===== src/rtl/sst_pkg.sv =====
// Constants for the sequencer stack tail register bank (entries 29 to 31)
// What this block does
// - Bit 15 of each stack word is the access-direction flag, 0 for read and 1 for write, reset 0.
// - Bits 14 to 9 hold the six-bit address of the register that the word targets.
// - Entry 30 sits at index 0x3E and resets to 0x7C00, address field 111110b, all else zero.
// - Entry 31 sits at index 0x3F and resets to 0x7E00, address field 111111b, all else zero.
// - Bit 8 makes the sequencer return to the first entry after the conversion, else it advances.
// - Bits 7 to 4 pick the channel that converter B samples in this step, reset zero.
// - Bits 3 to 0 pick the channel that converter A samples in this step, reset zero.
// - Entry 29 resets with address field 111101b and every other field zero.
package sst_pkg;

   // ****************************************
   // Register indexes (byte address is four times the index)
   // ****************************************
   localparam logic [5:0] IDX_ENTRY_29 = 6'h3D;
   localparam logic [5:0] IDX_ENTRY_30 = 6'h3E;
   localparam logic [5:0] IDX_ENTRY_31 = 6'h3F;

   // ****************************************
   // Reset values
   // ****************************************
   localparam logic [15:0] RST_ENTRY_29 = 16'h7A00;
   localparam logic [15:0] RST_ENTRY_30 = 16'h7C00;
   localparam logic [15:0] RST_ENTRY_31 = 16'h7E00;
   localparam int NUM_ENTRIES = 3;
   localparam logic [15:0] ENTRY_RESET [NUM_ENTRIES] = '{RST_ENTRY_29, RST_ENTRY_30, RST_ENTRY_31};

   // ****************************************
   // Field positions
   // ****************************************
   localparam int ACCESS_DIR_BIT = 15;
   localparam int TARGET_IDX_MSB = 14;
   localparam int TARGET_IDX_LSB = 9;
   localparam int RETURN_BIT = 8;
   localparam int CONV_B_MSB = 7;
   localparam int CONV_B_LSB = 4;
   localparam int CONV_A_MSB = 3;
   localparam int CONV_A_LSB = 0;

   // ****************************************
   // Stack steps and bus codes
   // ****************************************
   localparam logic [4:0] FIRST_STEP = 5'h00;
   localparam logic [4:0] STEP_29 = 5'h1D;
   localparam logic [4:0] STEP_30 = 5'h1E;
   localparam logic [4:0] LAST_STEP = 5'h1F;
   localparam logic [1:0] HTRANS_NONSEQ = 2'h2;

endpackage : sst_pkg


===== src/rtl/sst_stack_entry.sv =====
// One sixteen-bit stack entry register with its own reset value
`timescale 1ns/1ps
module sst_stack_entry #(
   parameter logic [15:0] RESET_VAL = 16'h0000
) (
   input wire logic core_clk,
   input wire logic rst_n,
   input wire logic wrEn,
   input wire logic [15:0] wrData,
   output logic [15:0] entryWord
);

   logic [15:0] wordQ;
   logic [15:0] wordD;

   // Next value: whole word replaced on a write
   always_comb begin
      wordD = wordQ;
      if (wrEn) begin
         wordD = wrData;
      end
   end

   // Storage
   always_ff @(posedge core_clk or negedge rst_n) begin
      if (!rst_n) begin
         wordQ <= RESET_VAL;
      end else begin
         wordQ <= wordD;
      end
   end

   assign entryWord = wordQ;

endmodule : sst_stack_entry


===== src/rtl/sst_regs.sv =====
// AHB-Lite register bank for stack entries 29 to 31 and their step logic
`timescale 1ns/1ps
module sst_regs (
   input wire logic core_clk,
   input wire logic rst_n,
   input wire logic hsel,
   input wire logic [31:0] haddr,
   input wire logic [1:0] htrans,
   input wire logic hwrite,
   input wire logic [2:0] hsize,
   input wire logic [31:0] hwdata,
   input wire logic hready,
   output logic hreadyout,
   output logic [31:0] hrdata,
   output logic hresp,
   input wire logic convDone,
   input wire logic [4:0] stepIn,
   output logic tailHit,
   output logic [3:0] chanPickA,
   output logic [3:0] chanPickB,
   output logic nextValid,
   output logic [4:0] nextStep
);

   // ****************************************
   // Bus slave
   // ****************************************
   logic addrPhase;
   logic [2:0] selHit;
   logic [2:0] wrSelQ;
   logic [2:0] wrSelD;
   logic [31:0] hrdataQ;
   logic [31:0] hrdataD;
   logic [15:0] entryWord [sst_pkg::NUM_ENTRIES];
   logic [15:0] rdVal;

   assign addrPhase = hsel && hready && htrans[1];

   // Address decode to a one-hot entry select
   always_comb begin
      if (haddr[31:8] != 24'h000000) begin
         selHit = 3'h0;
      end else if (haddr[7:2] == sst_pkg::IDX_ENTRY_29) begin
         selHit = 3'h1;
      end else if (haddr[7:2] == sst_pkg::IDX_ENTRY_30) begin
         selHit = 3'h2;
      end else if (haddr[7:2] == sst_pkg::IDX_ENTRY_31) begin
         selHit = 3'h4;
      end else begin
         selHit = 3'h0;
      end
   end

   // Read value, forwarding a write that is in its data phase now
   always_comb begin
      rdVal = 16'h0000;
      for (int i = 0; i < sst_pkg::NUM_ENTRIES; i++) begin
         if (selHit[i]) begin
            rdVal = wrSelQ[i] ? hwdata[15:0] : entryWord[i];
         end
      end
   end

   // Next bus state: write select for the data phase, read data captured
   always_comb begin
      wrSelD = 3'h0;
      hrdataD = hrdataQ;
      if (addrPhase && hwrite) begin
         wrSelD = selHit;
      end else if (addrPhase) begin
         hrdataD = {16'h0000, rdVal}; // Upper half and unmapped read as zero
      end
   end

   // Bus registers
   always_ff @(posedge core_clk or negedge rst_n) begin
      if (!rst_n) begin
         wrSelQ <= 3'h0;
         hrdataQ <= 32'h00000000;
         hreadyout <= 1'b0;
         hresp <= 1'b0;
      end else begin
         wrSelQ <= wrSelD;
         hrdataQ <= hrdataD;
         hreadyout <= 1'b1; // Zero wait states
         hresp <= 1'b0; // Always OKAY
      end
   end

   assign hrdata = hrdataQ;

   // ****************************************
   // Stack entries
   // ****************************************
   // entries hold all fields
   for (genvar g = 0; g < sst_pkg::NUM_ENTRIES; g++) begin : gEntry
      sst_stack_entry #(
         .RESET_VAL(sst_pkg::ENTRY_RESET[g])
      ) uEntry (
         .core_clk(core_clk),
         .rst_n(rst_n),
         .wrEn(wrSelQ[g]),
         .wrData(hwdata[15:0]),
         .entryWord(entryWord[g])
      );
   end

   // ****************************************
   // Step logic
   // ****************************************
   logic hitNow;
   logic [15:0] curWord;
   logic tailHitD;
   logic [3:0] chanPickAD;
   logic [3:0] chanPickBD;
   logic nextValidD;
   logic [4:0] nextStepD;

   // Current word when the running step is one of ours
   always_comb begin
      hitNow = 1'b1;
      if (stepIn == sst_pkg::STEP_29) begin
         curWord = entryWord[0];
      end else if (stepIn == sst_pkg::STEP_30) begin
         curWord = entryWord[1];
      end else if (stepIn == sst_pkg::LAST_STEP) begin
         curWord = entryWord[2];
      end else begin
         curWord = 16'h0000;
         hitNow = 1'b0;
      end
   end

   // Next step values
   always_comb begin
      tailHitD = hitNow;
      chanPickAD = curWord[sst_pkg::CONV_A_MSB:sst_pkg::CONV_A_LSB];
      chanPickBD = curWord[sst_pkg::CONV_B_MSB:sst_pkg::CONV_B_LSB];
      nextValidD = convDone && hitNow;
      nextStepD = nextStep;
      if (convDone && hitNow) begin
         if (curWord[sst_pkg::RETURN_BIT]) begin
            nextStepD = sst_pkg::FIRST_STEP;
         end else if (stepIn == sst_pkg::LAST_STEP) begin
            nextStepD = sst_pkg::FIRST_STEP;
         end else begin
            nextStepD = stepIn + 5'h01;
         end
      end
   end

   // Step registers
   always_ff @(posedge core_clk or negedge rst_n) begin
      if (!rst_n) begin
         tailHit <= 1'b0;
         chanPickA <= 4'h0;
         chanPickB <= 4'h0;
         nextValid <= 1'b0;
         nextStep <= 5'h00;
      end else begin
         tailHit <= tailHitD;
         chanPickA <= chanPickAD;
         chanPickB <= chanPickBD;
         nextValid <= nextValidD;
         nextStep <= nextStepD;
      end
   end

   // ****************************************
   // Checks
   // ****************************************
   logic wr30;
   assign wr30 = addrPhase && hwrite && selHit[1];

   a_dir_flag_store: assert property (@(posedge core_clk) disable iff (!rst_n)
      wr30 ##1 1'b1 |=> entryWord[1][sst_pkg::ACCESS_DIR_BIT] ==
         $past(hwdata[sst_pkg::ACCESS_DIR_BIT], 1))
      else $error("direction flag not stored");

   a_target_idx_store: assert property (@(posedge core_clk) disable iff (!rst_n)
      wr30 ##1 1'b1 |=> entryWord[1][sst_pkg::TARGET_IDX_MSB:sst_pkg::TARGET_IDX_LSB] ==
         $past(hwdata[sst_pkg::TARGET_IDX_MSB:sst_pkg::TARGET_IDX_LSB], 1))
      else $error("address field not stored");

   a_entry30_reset: assert property (@(posedge core_clk) disable iff (!rst_n)
      !$past(rst_n) |-> entryWord[1] == sst_pkg::RST_ENTRY_30)
      else $error("entry 30 reset value wrong");

   a_entry31_reset: assert property (@(posedge core_clk) disable iff (!rst_n)
      !$past(rst_n) |-> entryWord[2] == sst_pkg::RST_ENTRY_31)
      else $error("entry 31 reset value wrong");

   a_entry29_reset: assert property (@(posedge core_clk) disable iff (!rst_n)
      !$past(rst_n) |-> entryWord[0] == sst_pkg::RST_ENTRY_29)
      else $error("entry 29 reset value wrong");

   // return bit sends step to first entry
   a_return_first: assert property (@(posedge core_clk) disable iff (!rst_n)
      convDone && stepIn == sst_pkg::STEP_30 && entryWord[1][sst_pkg::RETURN_BIT] |=>
         nextValid && nextStep == sst_pkg::FIRST_STEP)
      else $error("return to first entry missed");

   a_advance_next: assert property (@(posedge core_clk) disable iff (!rst_n)
      convDone && stepIn == sst_pkg::STEP_29 && !entryWord[0][sst_pkg::RETURN_BIT] |=>
         nextValid && nextStep == sst_pkg::STEP_30)
      else $error("advance to next entry missed");

   a_last_wrap: assert property (@(posedge core_clk) disable iff (!rst_n)
      convDone && stepIn == sst_pkg::LAST_STEP && !entryWord[2][sst_pkg::RETURN_BIT] |=>
         nextStep == sst_pkg::FIRST_STEP)
      else $error("no wrap after last entry");

   a_pick_b: assert property (@(posedge core_clk) disable iff (!rst_n)
      stepIn == sst_pkg::STEP_30 |=> tailHit &&
         chanPickB == $past(entryWord[1][sst_pkg::CONV_B_MSB:sst_pkg::CONV_B_LSB]))
      else $error("converter B pick wrong");

   a_pick_a: assert property (@(posedge core_clk) disable iff (!rst_n)
      stepIn == sst_pkg::LAST_STEP |=> tailHit &&
         chanPickA == $past(entryWord[2][sst_pkg::CONV_A_MSB:sst_pkg::CONV_A_LSB]))
      else $error("converter A pick wrong");

endmodule : sst_regs


===== config.mk =====
export PLATFORM = sky130hd
export DESIGN_NAME = sst_regs
export DESIGN_NICKNAME = d
export VERILOG_FILES = /design/src/rtl/sst_pkg.sv /design/src/rtl/sst_stack_entry.sv /design/src/rtl/sst_regs.sv
export SDC_FILE = /design/constraint.sdc
export NUM_CORES = 1
export LEC_CHECK = 0
export ABC_AREA = 1
export BUFFER_PORTS_ARGS = -buffer_cell sky130_fd_sc_hd__buf_4
export CORE_MARGIN = 4
export CORE_UTILIZATION = 51
export CTS_CLUSTER_SIZE = 20
export DETAILED_ROUTE_END_ITERATION = 8
export HOLD_SLACK_MARGIN = 0.15
export PLACE_DENSITY = 0.8
export SYNTH_ARGS = -nofsm -noshare
export SYNTH_HDL_FRONTEND = slang
export SYNTH_SLANG_ARGS = --single-unit

===== constraint.sdc =====
create_clock -name core_clk -period 1.8 [get_ports core_clk]
set_input_delay 0.36 -clock core_clk [delete_from_list [all_inputs] [get_ports core_clk]]
set_output_delay 0.36 -clock core_clk [all_outputs]
set_load 0.005 [all_outputs]

==> results of run 1 <==
==> cell families after synthesis <==
logic type                 Yosys count  synth area share [%]
AOI/OAI and AO/OA                   35                  4.46
xor gates and xnor gates             2                 0.431
adders and majority gates            4                  1.23
buffers and inverters               56                  8.22
DFF                                 83                  51.6
muxes                               39                  10.8
other                                2                 0.185
and+or+nand+nor                    210                  23.1
==> state kept, by name (all words and copies together), names as in the netlist <==
| name | cells |
|---|---|
| gEntry.uEntry.entryWord | 48 |
| hrdata | 16 |
| nextStep | 5 |
| chanPickA | 4 |
| chanPickB | 4 |
| wrSelQ | 3 |
| hreadyout | 1 |
| nextValid | 1 |
| tailHit | 1 |
==> stage by stage <==
| step | total power [mW] | instance area, um^2 | cells |
|---|---|---|---|
| 2_1_floorplan | 2.07 | 4130 | 447 |
| 5_1_grt | 3.83 | 5060 | 630 |
| 3_5_place_dp | 2.28 | 4840 | 615 |
| 6_report | 3.69 | 5060 | 630 |
| 4_1_cts | 3.72 | 5060 | 630 |
| 3_3_place_gp | 2.27 | 4840 | 615 |
==> timing repair <==
item / CTS / global route
hold buffers: 1 / 0
resized for setup: 0 / 0
endpoints found under the setup margin: 0 / 0
hold endpoints to repair: 23 / 0
==> layout make-up <==
class / count / area, um^2 / area share, %
Clock inverter: 2 / 60.1 / 1.19
Clock buffer: 12 / 155 / 3.06
Timing Repair Buffer: 104 / 858 / 17.0
Tap cell: 102 / 128 / 2.52
Sequential cell: 83 / 2100 / 41.4
Multi-Input combinational cell: 308 / 1690 / 33.5
Inverter: 19 / 71.3 / 1.41
==> report_power, final <==
group / internal (mW) / leakage, nW / switching [mW]
Combinational: 0.166 / 1.53 / 0.154
Clock: 0.843 / 0.109 / 0.604
Sequential: 1.90 / 1.04 / 0.0169
==> per-layer routing <==
metal / up-vias / share of wire (%) / global-route usage [%]
met5: - / 0 / 0
met4: 0 / 2.5 / 8.31
met3: 22 / 6.0 / 3.88
met2: 105 / 50 / 33.3
met1: 1508 / 41 / 24.2
li1: 1559 / - / -
==> worst paths after layout <==
check,start,endpoint,slack (ns),cells after the start
min reg2reg,nextStep[4],nextStep[4],0.48,2
min,hwdata[1],gEntry[2].uEntry.entryWord[1],0.28,3
min in group asynchronous,rst_n,gEntry[1].uEntry.entryWord[3],0.50,2
max reg2reg,wrSelQ[0],hrdata[5],0.32,6
max in group asynchronous,rst_n,gEntry[0].uEntry.entryWord[9],0.67,3
max,wrSelQ[0],hrdata[5],0.32,6
==> synthesized netlist by cell type <==
master	number	area (um^2)
nand2_1	91	342
dfrtp_1	67	1680
nand3_1	50	250
nor2_1	50	188
mux2_2	39	439
o21ai_0	32	160
buf_4	20	150
inv_1	18	67.6
dfstp_2	16	420
buf_2	8	40.0
buf_6	5	56.3
nor2_2	5	31.3
ha_1	4	50.1
clkbuf_1	3	11.3
nand2_2	3	18.8
nor3_1	3	15.0
conb_1	2	7.51
nand3_2	2	20.0
nand4_1	2	12.5
nand4_2	2	25.0
clkbuf_2	1	5.00
inv_2	1	3.75
nor2_8	1	20.0
nor3_4	1	16.3
o211ai_1	1	7.51
o21ai_1	1	5.00
o21ai_2	1	8.76
xnor2_1	1	8.76
xor2_1	1	8.76
==> worst max-delay path, delay by kind of cell, from the launching register on <==
family	cells	cell delay, ns
muxes	1	0.35
DFF	1	0.47
and+or+nand+nor	4	0.35
buffers and inverters	1	0.19
==> qor.csv, run 1 <==
metric,value,unit
dpl.hpwl,6.22,mm
cts.path.max_buffers,2,
worstPathCellList,buf_12 -> mux2_2 -> nand3_1 -> nand3_1 -> nand2_1 -> nand2_1,
avgSynthCellArea,9.43,um^2
power.density,728,mW/mm^2
crit_path_max_incr_delay,0.47,ns
htreeDepth,3,
clkTransAtPathRegs,0.08,ns
synth_seq_cells,83,
hold_path_class,in -> reg,
portBuffers,89,
start_kind,register,
drc,0,
wl,8.98,mm
synth_cells,431,
fillers,605,
vias_per_cell,5.07,
critical_path_class,reg -> reg,
drtPass1Iterations,4,
final_cell_mix,"buf_4, nand2_1, dfrtp_1, nor2_1, nand3_1",
clock_latency,0.35,ns
rows,32,
cts.sinks,83,
status,"complete, no violations",
syn2layout_area_growth,24.6,%
critPathMaxFanout,13,
p_leak,2.68,nW
seq_area_frac_synth,51.6,%
cts_tree,yes,
synth_area,0.00407,mm^2
grt_overflow,0,
hold_violations,0,
grt_use_total,19.5,%
hold_ws,0.277,ns
final_core_util,65.5,%
final_nets,609,
period_share,82.1,%
synth_warnings,0,
critPathSlowestCell,dfrtp_1,
die-area,0.00946,mm^2
routabilityCongestion,0.774,
drt_iter0_markers,138,
grt_pass1_wl,15.2,mm
cts_setup_buffers,0,
rsz0062_at_grt,no,
final_common_cell,buf_4,
die_h,97.3,um
antenna_cells,0,
maxSlewViolCount,0,
start_util,52.6,%
worst_ep_required_time,2.03,ns
fmax,677,MHz
ys_types,29,
drv_cap,0,
drive_gt1_share,35.4,%
vias,3194,
wl_per_cell,14.2,um
post-route-min-period,1.48,ns
die_x,97.3,um
ctsRootBufferMaster,clkbuf_8,
pin_count,129,
setup_slack,0.322,ns
coreArea,0.00773,mm^2
worstPathArrival,1.70,ns
grt_max_degree,40,
antenna_found_initial,0,
antenna_left,0,
cts_buffers,9,
pre_cts_ws,0.0730,ns
grt_pass1_vias,3335,
worst_setup_path_end_kind,register,
vdd_drop_max,0.379,mV
fin_skew,0.00809,ns
setup_violations,0,
tns,0,ns
No activity file was read; power rests on OpenSTA's default activity.
==> inputs of run 2 (changes only) <==
ABC_AREA = 0   (was 1)
clock period = 1.4 ns   (was 1.8 ns; I/O delays follow)
==> run 2 against run 1 <==
Effect of this change: the flow now finishes with violations (setup timing); routed wire length rose by 14%; cell count fell by 10%; synthesized cell count fell by 21%; maximum frequency fell by 5.7%; critical path depth fell by 1; utilization rose by 6.0 points; clock power rose by 31%; sequential power rose by 28%; sequential share of layout area fell by 3.4 points; via count fell by 2.0%; critical path type unchanged; largest cell class unchanged; largest power group unchanged.
==> qor.csv, run 2 <==
metric,value,unit,change
hold_ws,0.199,ns,-0.0785 ns
cts.sinks,83,,unchanged
period_share,112,%,+30 points
vias_per_cell,5.55,,+9.4%
p_int,3.76,mW,+29%
pwr-share-seq,50.4,%,-1.7 points
postPlaceCellArea,0.00513,mm^2,+6.1%
p_leak,2.65,nW,-1.2%
fmax,638,MHz,-5.7%
coreArea,0.00773,mm^2,unchanged
p_total,4.87,mW,+32%
clock_latency,0.35,ns,about the same
vias,3129,,-2.0%
final_cell_mix,"buf_4, dfrtp_1, nand2_1, mux2_2",,
synth_area,0.00407,mm^2,about the same
cts_setup_buffers,0,,unchanged
rsz0062_at_grt,yes,,
start_util,52.7,%,about the same
synth_top_family_by_area,simple AND/OR/NAND/NOR gates,,
multi_input_area,0.00198,mm^2,+17%
avgSynthCellArea,12.0,um^2,+27%
grt_pass1_vias,3279,,-1.7%
r2r-start,wrSelQ[0],,
clkPwrFrac,39.0,%,-0.2 points
ys_async_sr_fraction,100,%,unchanged
grt_use_total,21.3,%,+1.7 points
worstPathCellList,buf_6 -> mux2_4 -> nor2_2 -> or4_4 -> a2bb2oi_2,,
synth_compound_area_share,9.50,%,+5.0 points
antenna_found_initial,0,,unchanged
wl_per_cell,18.1,um,+27%
antenna_cells,0,,unchanged
worst_setup_path_end_kind,register,,
drv_cap,0,,unchanged
dpl.hpwl,6.98,mm,+12%
pin_count,129,,unchanged
ys_types,42,,+45%
holdPathStages,2,,-1
vdd_drop_max,0.490,mV,+29%
clkTransAtPathRegs,0.08,ns,about the same
die_x,97.3,um,about the same
synth_seq_cells,83,,unchanged
rrSetupSlack,-0.17,ns,-0.49 ns
synthMuxAreaShare,13.3,%,+2.5 points
final_common_cell,buf_4,,
seq_area,0.00210,mm^2,+0.12%
synthAdderAreaFrac,1.23,%,about the same
switching_share,22.8,%,+1.8 points
htreeDepth,3,,unchanged
wl,10.2,mm,+14%
fin_skew,0.00368,ns,-0.00441 ns
critPathMaxFanout,5,,-8
cts.path.max_buffers,2,,unchanged
rows,32,,unchanged
drive_gt1_share,54.8,%,+19 points
critPathSlowestCell,or4_4,,
cts_buffers,9,,unchanged
regToRegEndpoint,hrdata[0],,
syn2layout_area_growth,35.9,%,
start_kind,register,,
post-route-min-period,1.57,ns,+0.0901 ns
synth_warnings,0,,unchanged
hold_violations,0,,unchanged
worstPathArrival,1.85,ns,+0.15 ns
min_to,gEntry[1].uEntry.entryWord[0],,
largest_reg_flops,48,,unchanged
drc,0,,unchanged
worstHoldStart,hwdata[0],,
yosysTopAreaCell,dfrtp_1,,
synthXorXnorAreaFrac,0.431,%,about the same
ctsRootBufferMaster,clkbuf_8,,
worst_ep_required_time,1.68,ns,-0.35 ns
status,"finished, violations left",,
design_area,0.00553,mm^2,+9.2%
hold_path_class,in -> reg,,
drt_iter0_markers,106,,-23%
synth-simple-area-share,17.5,%,-5.6 points
cts_tree,yes,,
ys_top_cells_by_count,"dfrtp_1, mux2_2, nand2_1, nor2_1, buf_4",,
die-area,0.00947,mm^2,about the same
p_comb_share,10.6,%,+1.9 points
grt_overflow,0,,unchanged
synthTopCellsByArea,"dfrtp_1, mux2_2, dfstp_2",,
synth_cells,340,,-21%
synth_flop_cell,dfrtp_1,,
synth_edf_count,0,,unchanged
grt_pass1_wl,16.2,mm,+7.0%
reg2reg_depth,5,,-1
drtPass1Iterations,4,,unchanged
final_core_util,71.5,%,+6.0 points
final_nets,541,,-11%
failed_checks,setup timing,,
grt_max_degree,28,,-30%
synth_top_cell_area_share,41.2,%,about the same
routabilityCongestion,0.822,,+6.2%
seq_area_frac_synth,51.5,%,about the same
crit_path_max_incr_delay,0.49,ns,+0.02 ns
cp_num_buf_inv,1,,unchanged
die_h,97.3,um,about the same
setup_violations,16,,+16
p_switching,1.11,mW,+43%
crit_family,simple AND/OR/NAND/NOR gates,,
critical_path_class,reg -> reg,,
portBuffers,89,,unchanged
yosysMostFrequentCell,dfrtp_1,,
fillers,549,,-9.3%
antenna_left,0,,unchanged
setup_slack,-0.168,ns,-0.490 ns
maxSlewViolCount,0,,unchanged
power.density,880,mW/mm^2,+21%
[run 2: cell types whose count changed after synthesis, sizes merged, moves of 9 or more]
cell,change
a21oi,+16
a2bb2oi,+16
a31oi,+9
inv,-14
mux2,+9
nand2,-62
nand3,-41
nor2,-30
o21ai,-31
or4,+16
[run 2: metrics by stage]
step                      setup TNS, ns  setup slack [ns]  std cells
after detailed placement         -10.07            -0.440        547
after floorplan                   -2.96            -0.219        356
after global routing              -2.79            -0.210        564
final                             -2.14            -0.168        564
after CTS                         -2.36            -0.161        564
after global placement            -8.69            -0.367        547
[run 2: layout make-up]
type                            instances  share of cell area [%]
Clock buffer                           12                    2.63
Inverter                                5                   0.340
Clock inverter                          4                    1.34
Tap cell                              102                    2.31
Multi-Input combinational cell        231                    35.9
Sequential cell                        83                    38.0
Timing Repair Buffer                  127                    19.5
[run 2: worst max-delay path by stage]
stage / depth (start not counted) / to / start / slack (ns)
after floorplan: 6 / hrdata[14] / haddr[9] / -0.22
after global placement: 6 / hrdata[7] / haddr[14] / -0.37
after detailed placement: 6 / hrdata[0] / haddr[27] / -0.44
after CTS: 5 / hrdata[10] / wrSelQ[0] / -0.16
after global routing: 5 / hrdata[0] / wrSelQ[0] / -0.21
final: 5 / hrdata[0] / wrSelQ[0] / -0.17
[run 2: cell families after synthesis]
logic type	Yosys count
simple gates	110
other cells	2
mux	48
compound gates	49
xor+xnor	2
fa+ha+maj	4
buf+inv	42
flops	83
[run 2: layer usage]
| layer | part of all wire (%) | up-vias | track usage [%] |
|---|---|---|---|
| met1 | 39 | 1555 | 25.5 |
| met4 | 2.5 | 0 | 8.09 |
| met3 | 6.0 | 28 | 5.31 |
| li1 | - | 1421 | - |
| met2 | 53 | 125 | 36.9 |
| met5 | 0 | - | 0 |
[run 2: repair_timing]
item                                   in CTS  in global routing
hold buffers                                1                  0
setup endpoints to repair                  16                 17
gates cloned                                0                  0
endpoints found under the hold margin      22                  0
gates resized for setup                    18                 25
pin swaps                                   8                 14
[run 2: power groups by stage]
stage	sequential, mW	combinational (mW)	clock [mW]
6_report	2.45	0.516	1.90
5_1_grt	2.46	0.562	2.04
4_1_cts	2.45	0.510	1.93
3_5_place_dp	2.50	0.505	0
3_3_place_gp	2.50	0.487	0
2_1_floorplan	2.50	0.168	0
